`src/rsm_defines.svh`:
```
// register offsets, field positions, reset values and timing counts
// included by the supply and reset monitor files; definitions only
`ifndef RSM_DEFINES_SVH
`define RSM_DEFINES_SVH

`define RSM_ADDR_W          8
`define RSM_OFF_SYS_CTRL    8'h00
`define RSM_OFF_SUPPLY_CFG  8'h04
`define RSM_OFF_INT_STATUS  8'h08
`define RSM_OFF_INT_MASK    8'h0C
`define RSM_OFF_STATE       8'h10

`define RSM_SYS_W           12
`define RSM_SYS_PAGE_LSB    0
`define RSM_SYS_PAGE_MSB    7
`define RSM_SYS_GFLAG       8
`define RSM_SYS_CLK_SUB     9
`define RSM_SYS_PERIPH_CLK  10
`define RSM_SYS_BOOSTER     11
`define RSM_SYS_CTRL_RST    12'h400

`define RSM_CFG_DET_EN      0
`define RSM_CFG_ACTION      1
`define RSM_CFG_UPPER       2
`define RSM_CFG_LOWER       3
`define RSM_ACTION_RESET    1'h0
`define RSM_ACTION_FREEZE   1'h1

`define RSM_INT_W           3
`define RSM_INT_UPPER       0
`define RSM_INT_LOWER       1
`define RSM_INT_WDT         2

`define RSM_MIN_LOW_CYC     8
`define RSM_STAB_TIME_US    65500
`define RSM_CLK_MHZ         25
`define RSM_STAB_EXTRA_CYC  7
`define RSM_VEC_LO_ADDR     16'hFFFE
`define RSM_VEC_HI_ADDR     16'hFFFF

`endif

```
`src/rsm_pkg.sv`:
```
// types shared by the supply and reset monitor
// no imports; users write rsm_pkg::name
package rsm_pkg;

    typedef enum logic [2:0] {
        ST_RESET,
        ST_STAB,
        ST_VEC_LO,
        ST_VEC_HI,
        ST_VEC_LD,
        ST_RUN
    } rsm_state_t;

endpackage : rsm_pkg

```
`src/timer_if.sv`:
```
// control and status of one hold timer
// driven by the monitor top, served by hold_timer
`timescale 1ns/10ps

interface timer_if;
    logic clear;
    logic run;
    logic done;

    modport ctl (output clear, output run, input done);
    modport tmr (input clear, input run, output done);
endinterface : timer_if

```
`src/sync_2ff.sv`:
```
// two-flop synchroniser for one asynchronous level
// async reset forces the reset value, a constant
`timescale 1ns/10ps

module sync_2ff #(
    parameter logic RST_VAL = 1'b0
) (
    input  wire logic clk,
    input  wire logic rst_n,
    input  wire logic d,
    output logic      q
);

    logic meta_ff;
    logic q_ff;

    always_ff @(posedge clk or negedge rst_n)
    begin
        if (!rst_n)
        begin
            meta_ff <= RST_VAL;
            q_ff    <= RST_VAL;
        end
        else
        begin
            meta_ff <= d;
            q_ff    <= meta_ff;
        end
    end

    assign q = q_ff;

endmodule : sync_2ff

```
`src/hold_timer.sv`:
```
// saturating cycle counter: done once run has held LIMIT cycles
// clear has priority; assumes one clock and a synchronised reset
`timescale 1ns/10ps

module hold_timer #(
    parameter int LIMIT = 8,
    parameter int W     = $clog2(LIMIT + 1)
) (
    input  wire logic clk,
    input  wire logic rst_n,
    timer_if.tmr      t
);

    localparam logic [W-1:0] LAST = W'(LIMIT - 1);

    logic [W-1:0] cnt_ff;
    logic [W-1:0] nxt_cnt;
    logic         at_last;

    assign at_last = (cnt_ff == LAST);
    assign t.done  = at_last & t.run;
    assign nxt_cnt = t.clear ? '0 : ((t.run && !at_last) ? cnt_ff + W'(1) : cnt_ff);

    always_ff @(posedge clk or negedge rst_n)
    begin
        if (!rst_n)
            cnt_ff <= '0;
        else
            cnt_ff <= nxt_cnt;
    end

endmodule : hold_timer

```
`src/reset_supply_monitor.sv`:
```
// reset sequencer and supply level monitor with an APB register slave
// assumes one 25 MHz clock; pin and detector inputs are asynchronous
//
// Chosen here: the placing of the registers and the APB register port.
`timescale 1ns/10ps
`include "rsm_defines.svh"

module reset_supply_monitor #(
    parameter int STAB_CYCLES = `RSM_STAB_TIME_US * `RSM_CLK_MHZ + `RSM_STAB_EXTRA_CYC,
    parameter int LOW_CYCLES  = `RSM_MIN_LOW_CYC
) (
    input  wire logic                   clk,
    input  wire logic                   rst_n,
    input  wire logic                   reset_pin_n,
    input  wire logic                   wdt_reset_req,
    input  wire logic                   upper_det_raw,
    input  wire logic                   lower_det_raw,
    input  wire logic                   psel,
    input  wire logic                   penable,
    input  wire logic                   pwrite,
    input  wire logic [`RSM_ADDR_W-1:0] paddr,
    input  wire logic [31:0]            pwdata,
    output logic      [31:0]            prdata,
    output logic                        pready,
    output logic                        pslverr,
    output logic                        irq,
    output logic                        core_reset_n,
    output logic                        vec_rd,
    output logic      [15:0]            vec_addr,
    input  wire logic [7:0]             vec_data,
    output logic                        pc_load,
    output logic      [15:0]            pc_out,
    output logic                        ram_wr_block,
    output logic      [7:0]             ram_page_index,
    output logic                        page_select,
    output logic                        clk_sel_sub,
    output logic                        periph_clk_en,
    output logic                        booster_en,
    output logic                        supply_detector_en,
    output logic                        freeze,
    output logic                        upper_voltage_flag,
    output logic                        lower_voltage_sticky_flag
);

    logic                     rst_sync_n;
    logic                     pin_s;
    logic                     upper_s;
    logic                     lower_s;
    rsm_pkg::rsm_state_t      state_ff;
    rsm_pkg::rsm_state_t      nxt_state;
    logic                     low_done;
    logic                     stab_done;
    logic                     in_reset;
    logic                     brownout_rst;
    logic                     sys_rst_req;
    logic                     lower_set_evt;
    logic                     upper_rise_evt;
    logic [`RSM_SYS_W-1:0]    sys_ctrl_ff;
    logic [`RSM_SYS_W-1:0]    nxt_sys_ctrl;
    logic                     det_en_ff;
    logic                     nxt_det_en;
    logic                     action_ff;
    logic                     upper_flag_ff;
    logic                     lower_flag_ff;
    logic                     nxt_lower_flag;
    logic [`RSM_INT_W-1:0]    int_sts_ff;
    logic [`RSM_INT_W-1:0]    nxt_int_sts;
    logic [`RSM_INT_W-1:0]    int_mask_ff;
    logic [`RSM_INT_W-1:0]    int_evt;
    logic [7:0]               vec_lo_ff;
    logic [15:0]              pc_ff;
    logic                     pc_load_ff;
    logic [31:0]              prdata_ff;
    logic                     apb_setup;
    logic                     apb_wr;
    logic                     sel_sys;
    logic                     sel_cfg;
    logic                     sel_sts;
    logic                     sel_msk;
    logic                     sel_state;
    logic                     addr_hit;
    logic                     lower_clr_wr;
    logic [31:0]              rd_mux;

    // reset release and input synchronisers
    sync_2ff #(.RST_VAL(1'b0)) u_rst_sync (.clk(clk), .rst_n(rst_n), .d(1'b1), .q(rst_sync_n));
    sync_2ff #(.RST_VAL(1'b1)) u_pin_sync (.clk(clk), .rst_n(rst_sync_n), .d(reset_pin_n), .q(pin_s));
    sync_2ff #(.RST_VAL(1'b0)) u_upr_sync (.clk(clk), .rst_n(rst_sync_n), .d(upper_det_raw), .q(upper_s));
    sync_2ff #(.RST_VAL(1'b0)) u_lwr_sync (.clk(clk), .rst_n(rst_sync_n), .d(lower_det_raw), .q(lower_s));

    // pin low-time and stabilisation timers
    timer_if low_t ();
    timer_if stab_t ();

    assign low_t.clear  = pin_s;
    assign low_t.run    = !pin_s;
    assign low_done     = low_t.done;
    assign stab_t.clear = (state_ff != rsm_pkg::ST_STAB);
    assign stab_t.run   = (state_ff == rsm_pkg::ST_STAB);
    assign stab_done    = stab_t.done;

    hold_timer #(.LIMIT(LOW_CYCLES)) u_low_tmr (.clk(clk), .rst_n(rst_sync_n), .t(low_t));
    hold_timer #(.LIMIT(STAB_CYCLES)) u_stab_tmr (.clk(clk), .rst_n(rst_sync_n), .t(stab_t));

    // reset sources
    assign lower_set_evt = det_en_ff & lower_s & !lower_flag_ff;
    assign upper_rise_evt = det_en_ff & upper_s & !upper_flag_ff;
    assign brownout_rst  = lower_set_evt & (action_ff == `RSM_ACTION_RESET);
    assign sys_rst_req   = low_done | wdt_reset_req | brownout_rst;
    assign in_reset      = (state_ff == rsm_pkg::ST_RESET);

    always_comb
    begin
        nxt_state = state_ff;
        case (state_ff)
            rsm_pkg::ST_RESET:  if (pin_s) nxt_state = rsm_pkg::ST_STAB;
            rsm_pkg::ST_STAB:   if (stab_done) nxt_state = rsm_pkg::ST_VEC_LO;
            rsm_pkg::ST_VEC_LO: nxt_state = rsm_pkg::ST_VEC_HI;
            rsm_pkg::ST_VEC_HI: nxt_state = rsm_pkg::ST_VEC_LD;
            rsm_pkg::ST_VEC_LD: nxt_state = rsm_pkg::ST_RUN;
            rsm_pkg::ST_RUN:    nxt_state = rsm_pkg::ST_RUN;
            default:            nxt_state = rsm_pkg::ST_RESET;
        endcase
        if (sys_rst_req)
            nxt_state = rsm_pkg::ST_RESET;
    end

    always_ff @(posedge clk or negedge rst_sync_n)
    begin
        if (!rst_sync_n)
            state_ff <= rsm_pkg::ST_RESET;
        else
            state_ff <= nxt_state;
    end

    // vector fetch: one-cycle read latency, low byte then high byte
    assign vec_rd   = (state_ff == rsm_pkg::ST_VEC_LO) | (state_ff == rsm_pkg::ST_VEC_HI);
    assign vec_addr = (state_ff == rsm_pkg::ST_VEC_HI) ? `RSM_VEC_HI_ADDR : `RSM_VEC_LO_ADDR;

    always_ff @(posedge clk or negedge rst_sync_n)
    begin
        if (!rst_sync_n)
        begin
            vec_lo_ff  <= 8'h00;
            pc_ff      <= 16'h0000;
            pc_load_ff <= 1'b0;
        end
        else
        begin
            if (state_ff == rsm_pkg::ST_VEC_HI)
                vec_lo_ff <= vec_data;
            if (state_ff == rsm_pkg::ST_VEC_LD)
                pc_ff <= {vec_data, vec_lo_ff};
            pc_load_ff <= (state_ff == rsm_pkg::ST_VEC_LD) && !sys_rst_req;
        end
    end

    assign core_reset_n = (state_ff == rsm_pkg::ST_RUN);
    assign pc_load      = pc_load_ff;
    assign pc_out       = pc_ff;
    // RAM writes blocked, never cleared, while the core is held
    assign ram_wr_block = !core_reset_n;

    // APB decode
    assign apb_setup = psel & !penable;
    assign apb_wr    = psel & penable & pwrite;
    assign sel_sys   = (paddr == `RSM_OFF_SYS_CTRL);
    assign sel_cfg   = (paddr == `RSM_OFF_SUPPLY_CFG);
    assign sel_sts   = (paddr == `RSM_OFF_INT_STATUS);
    assign sel_msk   = (paddr == `RSM_OFF_INT_MASK);
    assign sel_state = (paddr == `RSM_OFF_STATE);
    assign addr_hit  = sel_sys | sel_cfg | sel_sts | sel_msk | sel_state;
    assign pready    = 1'b1;
    assign pslverr   = psel & penable & !addr_hit;
    assign lower_clr_wr = apb_wr & sel_cfg & pwdata[`RSM_CFG_LOWER];

    assign rd_mux = sel_sys   ? {20'h00000, sys_ctrl_ff} :
                    sel_cfg   ? {28'h0000000, lower_flag_ff, upper_flag_ff, action_ff, det_en_ff} :
                    sel_sts   ? {29'h00000000, int_sts_ff} :
                    sel_msk   ? {29'h00000000, int_mask_ff} :
                    sel_state ? {pc_ff, 13'h0000, state_ff} :
                    32'h00000000;

    always_ff @(posedge clk or negedge rst_sync_n)
    begin
        if (!rst_sync_n)
            prdata_ff <= 32'h00000000;
        else if (apb_setup)
            prdata_ff <= rd_mux;
    end

    assign prdata = prdata_ff;

    // system control, reinitialised by every system reset
    always_comb
    begin
        nxt_sys_ctrl = sys_ctrl_ff;
        nxt_det_en   = det_en_ff;
        if (apb_wr && sel_sys)
            nxt_sys_ctrl = pwdata[`RSM_SYS_W-1:0];
        if (apb_wr && sel_cfg)
            nxt_det_en = pwdata[`RSM_CFG_DET_EN];
        if (in_reset)
        begin
            nxt_sys_ctrl = `RSM_SYS_CTRL_RST;
            nxt_det_en   = 1'b1;
        end
    end

    always_ff @(posedge clk or negedge rst_sync_n)
    begin
        if (!rst_sync_n)
        begin
            sys_ctrl_ff <= `RSM_SYS_CTRL_RST;
            det_en_ff   <= 1'b1;
        end
        else
        begin
            sys_ctrl_ff <= nxt_sys_ctrl;
            det_en_ff   <= nxt_det_en;
        end
    end

    assign ram_page_index     = sys_ctrl_ff[`RSM_SYS_PAGE_MSB:`RSM_SYS_PAGE_LSB];
    assign page_select        = sys_ctrl_ff[`RSM_SYS_GFLAG];
    assign clk_sel_sub        = sys_ctrl_ff[`RSM_SYS_CLK_SUB];
    assign periph_clk_en      = sys_ctrl_ff[`RSM_SYS_PERIPH_CLK];
    assign booster_en         = sys_ctrl_ff[`RSM_SYS_BOOSTER];
    assign supply_detector_en = det_en_ff;

    // supply flags; action select and sticky flag survive system resets
    assign nxt_lower_flag = (det_en_ff & lower_s) | (lower_flag_ff & !lower_clr_wr);

    always_ff @(posedge clk or negedge rst_sync_n)
    begin
        if (!rst_sync_n)
        begin
            upper_flag_ff <= 1'b0;
            lower_flag_ff <= 1'b0;
            action_ff     <= `RSM_ACTION_RESET;
        end
        else
        begin
            upper_flag_ff <= det_en_ff & upper_s;
            lower_flag_ff <= nxt_lower_flag;
            if (apb_wr && sel_cfg)
                action_ff <= pwdata[`RSM_CFG_ACTION];
        end
    end

    assign upper_voltage_flag        = upper_flag_ff;
    assign lower_voltage_sticky_flag = lower_flag_ff;
    assign freeze = lower_flag_ff & (action_ff == `RSM_ACTION_FREEZE);

    // interrupt status, write one to clear, set wins
    assign int_evt[`RSM_INT_UPPER] = upper_rise_evt;
    assign int_evt[`RSM_INT_LOWER] = lower_set_evt;
    assign int_evt[`RSM_INT_WDT]   = wdt_reset_req;
    assign nxt_int_sts = int_evt | (int_sts_ff & ~((apb_wr && sel_sts) ? pwdata[`RSM_INT_W-1:0] : 3'h0));

    always_ff @(posedge clk or negedge rst_sync_n)
    begin
        if (!rst_sync_n)
        begin
            int_sts_ff  <= 3'h0;
            int_mask_ff <= 3'h0;
        end
        else
        begin
            int_sts_ff <= nxt_int_sts;
            if (apb_wr && sel_msk)
                int_mask_ff <= pwdata[`RSM_INT_W-1:0];
        end
    end

    assign irq = |(int_sts_ff & int_mask_ff);

    // checks
    localparam int STAB_LAST = STAB_CYCLES - 1;
    logic [31:0] stab_len_ff;

    always_ff @(posedge clk or negedge rst_sync_n)
    begin
        if (!rst_sync_n)
            stab_len_ff <= 32'h00000000;
        else if (state_ff == rsm_pkg::ST_STAB)
            stab_len_ff <= stab_len_ff + 32'h00000001;
        else
            stab_len_ff <= 32'h00000000;
    end
endmodule : reset_supply_monitor

```
`config.mk`:
```
export PLATFORM = sky130hd
export DESIGN_NAME = reset_supply_monitor
export DESIGN_NICKNAME = d
export VERILOG_FILES = /design/src/rsm_pkg.sv /design/src/timer_if.sv /design/src/sync_2ff.sv /design/src/hold_timer.sv /design/src/reset_supply_monitor.sv
export VERILOG_INCLUDE_DIRS = /design/src
export SDC_FILE = /design/constraint.sdc
export NUM_CORES = 1
export LEC_CHECK = 0
export BUFFER_PORTS_ARGS = -buffer_cell sky130_fd_sc_hd__clkbuf_2
export CAP_MARGIN = 15
export CELL_PAD_IN_SITES_DETAIL_PLACEMENT = 1
export CELL_PAD_IN_SITES_GLOBAL_PLACEMENT = 1
export CORE_MARGIN = 4
export CORE_UTILIZATION = 36
export CTS_CLUSTER_DIAMETER = 150
export CTS_CLUSTER_SIZE = 28
export DETAILED_ROUTE_END_ITERATION = 8
export GPL_ROUTABILITY_DRIVEN = 0
export PLACE_DENSITY = 0.73
export SETUP_SLACK_MARGIN = 0.2
export SLEW_MARGIN = 20
export SYNTH_ARGS = -nofsm -noshare
export SYNTH_HDL_FRONTEND = slang
export SYNTH_SLANG_ARGS = --single-unit
```
`constraint.sdc`:
```
create_clock -name clk -period 3.7 [get_ports clk]
set_clock_uncertainty 0.2 [all_clocks]
set_input_delay 0.74 -clock clk [delete_from_list [all_inputs] [get_ports clk]]
set_output_delay 0.74 -clock clk [all_outputs]
set_load 0.005 [all_outputs]
```
==> qor.yml <==
hp-class: "reg2async"
worstPathRequired_ns: 2.76
vdd_ir_drop_max_v: 0.000230
initial_core_util: 0.368
drtIter0Drc: 206
clk_pin_slew_worst_paths_ns: 0.08
finalSetupTns_ns: 0
ant_nets: 0
slew_viol_final: 0
drive_above_1_share: 0.293
path_class: "in2out"
routed_wl_mm: 12.7
final_common_cell: "dfrtp_1"
fin_cells: 723
io_pins: 144
synthCells: 436
power_density_mw_per_mm2: 411
wl_per_cell_um: 17.6
layout_common_cells: "dfrtp_1, clkbuf_2, nand2_1, a22o_1, nor2_1"
path_max_fanout: 7
insertion_delay_ns: 0.34
tightest_slew_ns: 0.687
slowest_delay_ns: 0.57
synthArstFlopShare: 1.00
ys_ff_latch: 111
clockBufferDepth: 2
gr-usage-all-layers: 0.168
die_h_um: 125
synth_edf_count: 0
final_nets: 602
max_freq_mhz: 307
cts.sinks: 111
rsz0062_at_grt: "false"
path_delay_family: "simple AND/OR/NAND/NOR gates"
hold_viol: 0
num_antenna_cells: 0
vias_per_cell: 5.26
post_cts_buffers: 0
r2r_start: "u_stab_tmr.cnt_ff[0]$_DFFE_PN0P_"
cp-end-kind: "primary output"
cts_hold_buf: 1
avgSynthCellArea_um2: 11.2
antenna_found_initial: 0
crit_path_frequent_cell: "clkbuf_2"
vias: 3805
drc_errors: 0
seq_area_frac_synth: 0.569
r2r_slack_ns: 1.28
maxCapViolCount: 0
r2r_cells: 5
cts_buffers: 9
synth_flop_cell: "dfrtp_1"
grt_pass1_vias: 4100
fin_crit_ns: 3.26
grt_overflow: 0
synth_cell_types: 48
cts_max_level: 3
cts-root-buf: "clkbuf_16"
synth_area_mm2: 0.00489
core-area_mm2: 0.0133
outcome: "finished clean"
area.growth.synth_to_final_pct: 20.0
hpwl_mm: 9.19
grt_pass1_wl_mm: 21.4
crit_start: "paddr[4]"
grt_max_degree: 81
crit_chain: "clkbuf_2 -> or4_1 -> nor3_1 -> and4b_1 -> clkbuf_2"
critPathArrivalTime_ns: 2.32
core.rowCount: 42
dieArea_mm2: 0.0155
p_leak_nw: 2.84
io_buffers: 103
crit_buf_inv: 2
fp.dieW_um: 125
slew_headroom: 0.541
firstDrtPassIters: 4
slowest_stage: "or4_1"
setup_viol: 0
yosys_warnings: 0
cts_tree: "done"
post_cts_resized: 0
reg2reg_to: "u_stab_tmr.cnt_ff[18]$_DFFE_PN0P_"
start_kind: "primary input"
dp.cells: 705
min_period_over_period: 0.880
## kinds of logic (layout without fill, tap and decap cells)
group / after synthesis / count (layout) / share of synthesized area
simple gates: 149 / 149 / 0.165
flops: 111 / 111 / 0.569
compound gates: 91 / 91 / 0.133
buf+inv: 47 / 139 / 0.0537
mux: 23 / 23 / 0.0522
xor+xnor: 10 / 10 / 0.0179
fa+ha+maj: 3 / 3 / 0.00767
other cells: 2 / 21 / 0.00153
## how the worst max path moves through the flow
stage / depth (start not counted) / end / slack, ns
floorplan: 3 / pslverr / 0.98
global placement: 5 / pslverr / 0.45
detailed placement: 5 / pslverr / 0.49
CTS: 5 / pslverr / 0.46
global route: 5 / pslverr / 0.35
finish: 5 / pslverr / 0.44
## cells in the mapped netlist (3+ instances only)
master	n	area, µm²
and3_1	3	18.8
nor2_1	22	82.6
nand3b_1	5	37.5
or3_1	6	37.5
nor4_1	5	31.3
nand3_1	16	80.1
xnor2_1	3	26.3
nand2b_1	8	50.1
o31ai_1	4	30.0
dfstp_2	4	105
nand2_1	40	150
nor3_1	7	35.0
buf_2	3	15.0
buf_4	22	165
a21oi_1	17	85.1
a211o_1	4	35.0
clkbuf_1	11	41.3
o21ai_0	16	80.1
xor2_1	7	61.3
or4_1	6	45.0
ha_1	3	37.5
o22ai_1	3	18.8
and4_1	3	26.3
and4b_1	3	30.0
nor2b_1	7	43.8
a31oi_1	3	18.8
nand4_1	6	37.5
and2_1	3	18.8
inv_1	9	33.8
a22o_1	39	342
dfrtp_1	107	2680
mux2i_1	3	30.0
mux2_2	20	225
## worst reg2reg max path, stage by stage, from the launching register on
cell     delay [ns]
dfrtp_1        0.43
ha_1           0.19
nand3_1        0.27
or3_1          0.54
or4_1          0.54
a21oi_1        0.17
## final cells by class
type	instances	area, µm²
tap	176	220
clock inverter	6	51.3
fill	1499	7420
timing repair buffer	113	613
inverter	10	37.5
sequential	111	2790
clock buffer	10	239
multi-input combinational	297	1930
## per-stage QoR
stage / instance area (µm²) / setup slack (ns) / utilization / hold slack (ns) / total power, W
final: 5870 / 0.443 / 0.442 / 0.0904 / 0.00241
after global routing: 5870 / 0.347 / 0.442 / 0.148 / 0.00253
after global placement: 5540 / 0.447 / 0.417 / 0.138 / 0.00148
after CTS: 5840 / 0.463 / 0.439 / 0.152 / 0.00245
after detailed placement: 5540 / 0.486 / 0.417 / 0.136 / 0.00149
after floorplan: 4970 / 0.981 / - / 0.131 / 0.00141
## layer usage
layer / part of all wire / global-route usage / routed length [µm] / vias to the layer above
met5: 0 / 0 / 0 / -
met4: 0.015 / 0.0458 / 197 / 0
met3: 0.048 / 0.0407 / 609 / 18
met2: 0.52 / 0.295 / 6580 / 98
met1: 0.42 / 0.206 / 5340 / 1943
li1: - / - / - / 1746
## sequential cells by signal, summed over array words and instances, names as in the netlist, 3 cells and up
signal             flops
sys_ctrl_ff           12
u_stab_tmr.cnt_ff     21
vec_lo_ff              8
int_sts_ff             3
int_mask_ff            3
pc_out                16
u_low_tmr.cnt_ff       4
prdata                28
state_ff               3
## power by group
| group | leakage [nW] | switching (W) | internal [W] |
|---|---|---|---|
| clock | 0.140 | 0.000456 | 0.000485 |
| combinational | 1.26 | 0.000101 | 0.0000738 |
| sequential | 1.44 | 0.0000431 | 0.00125 |
Power figures use the tool's default switching activity.
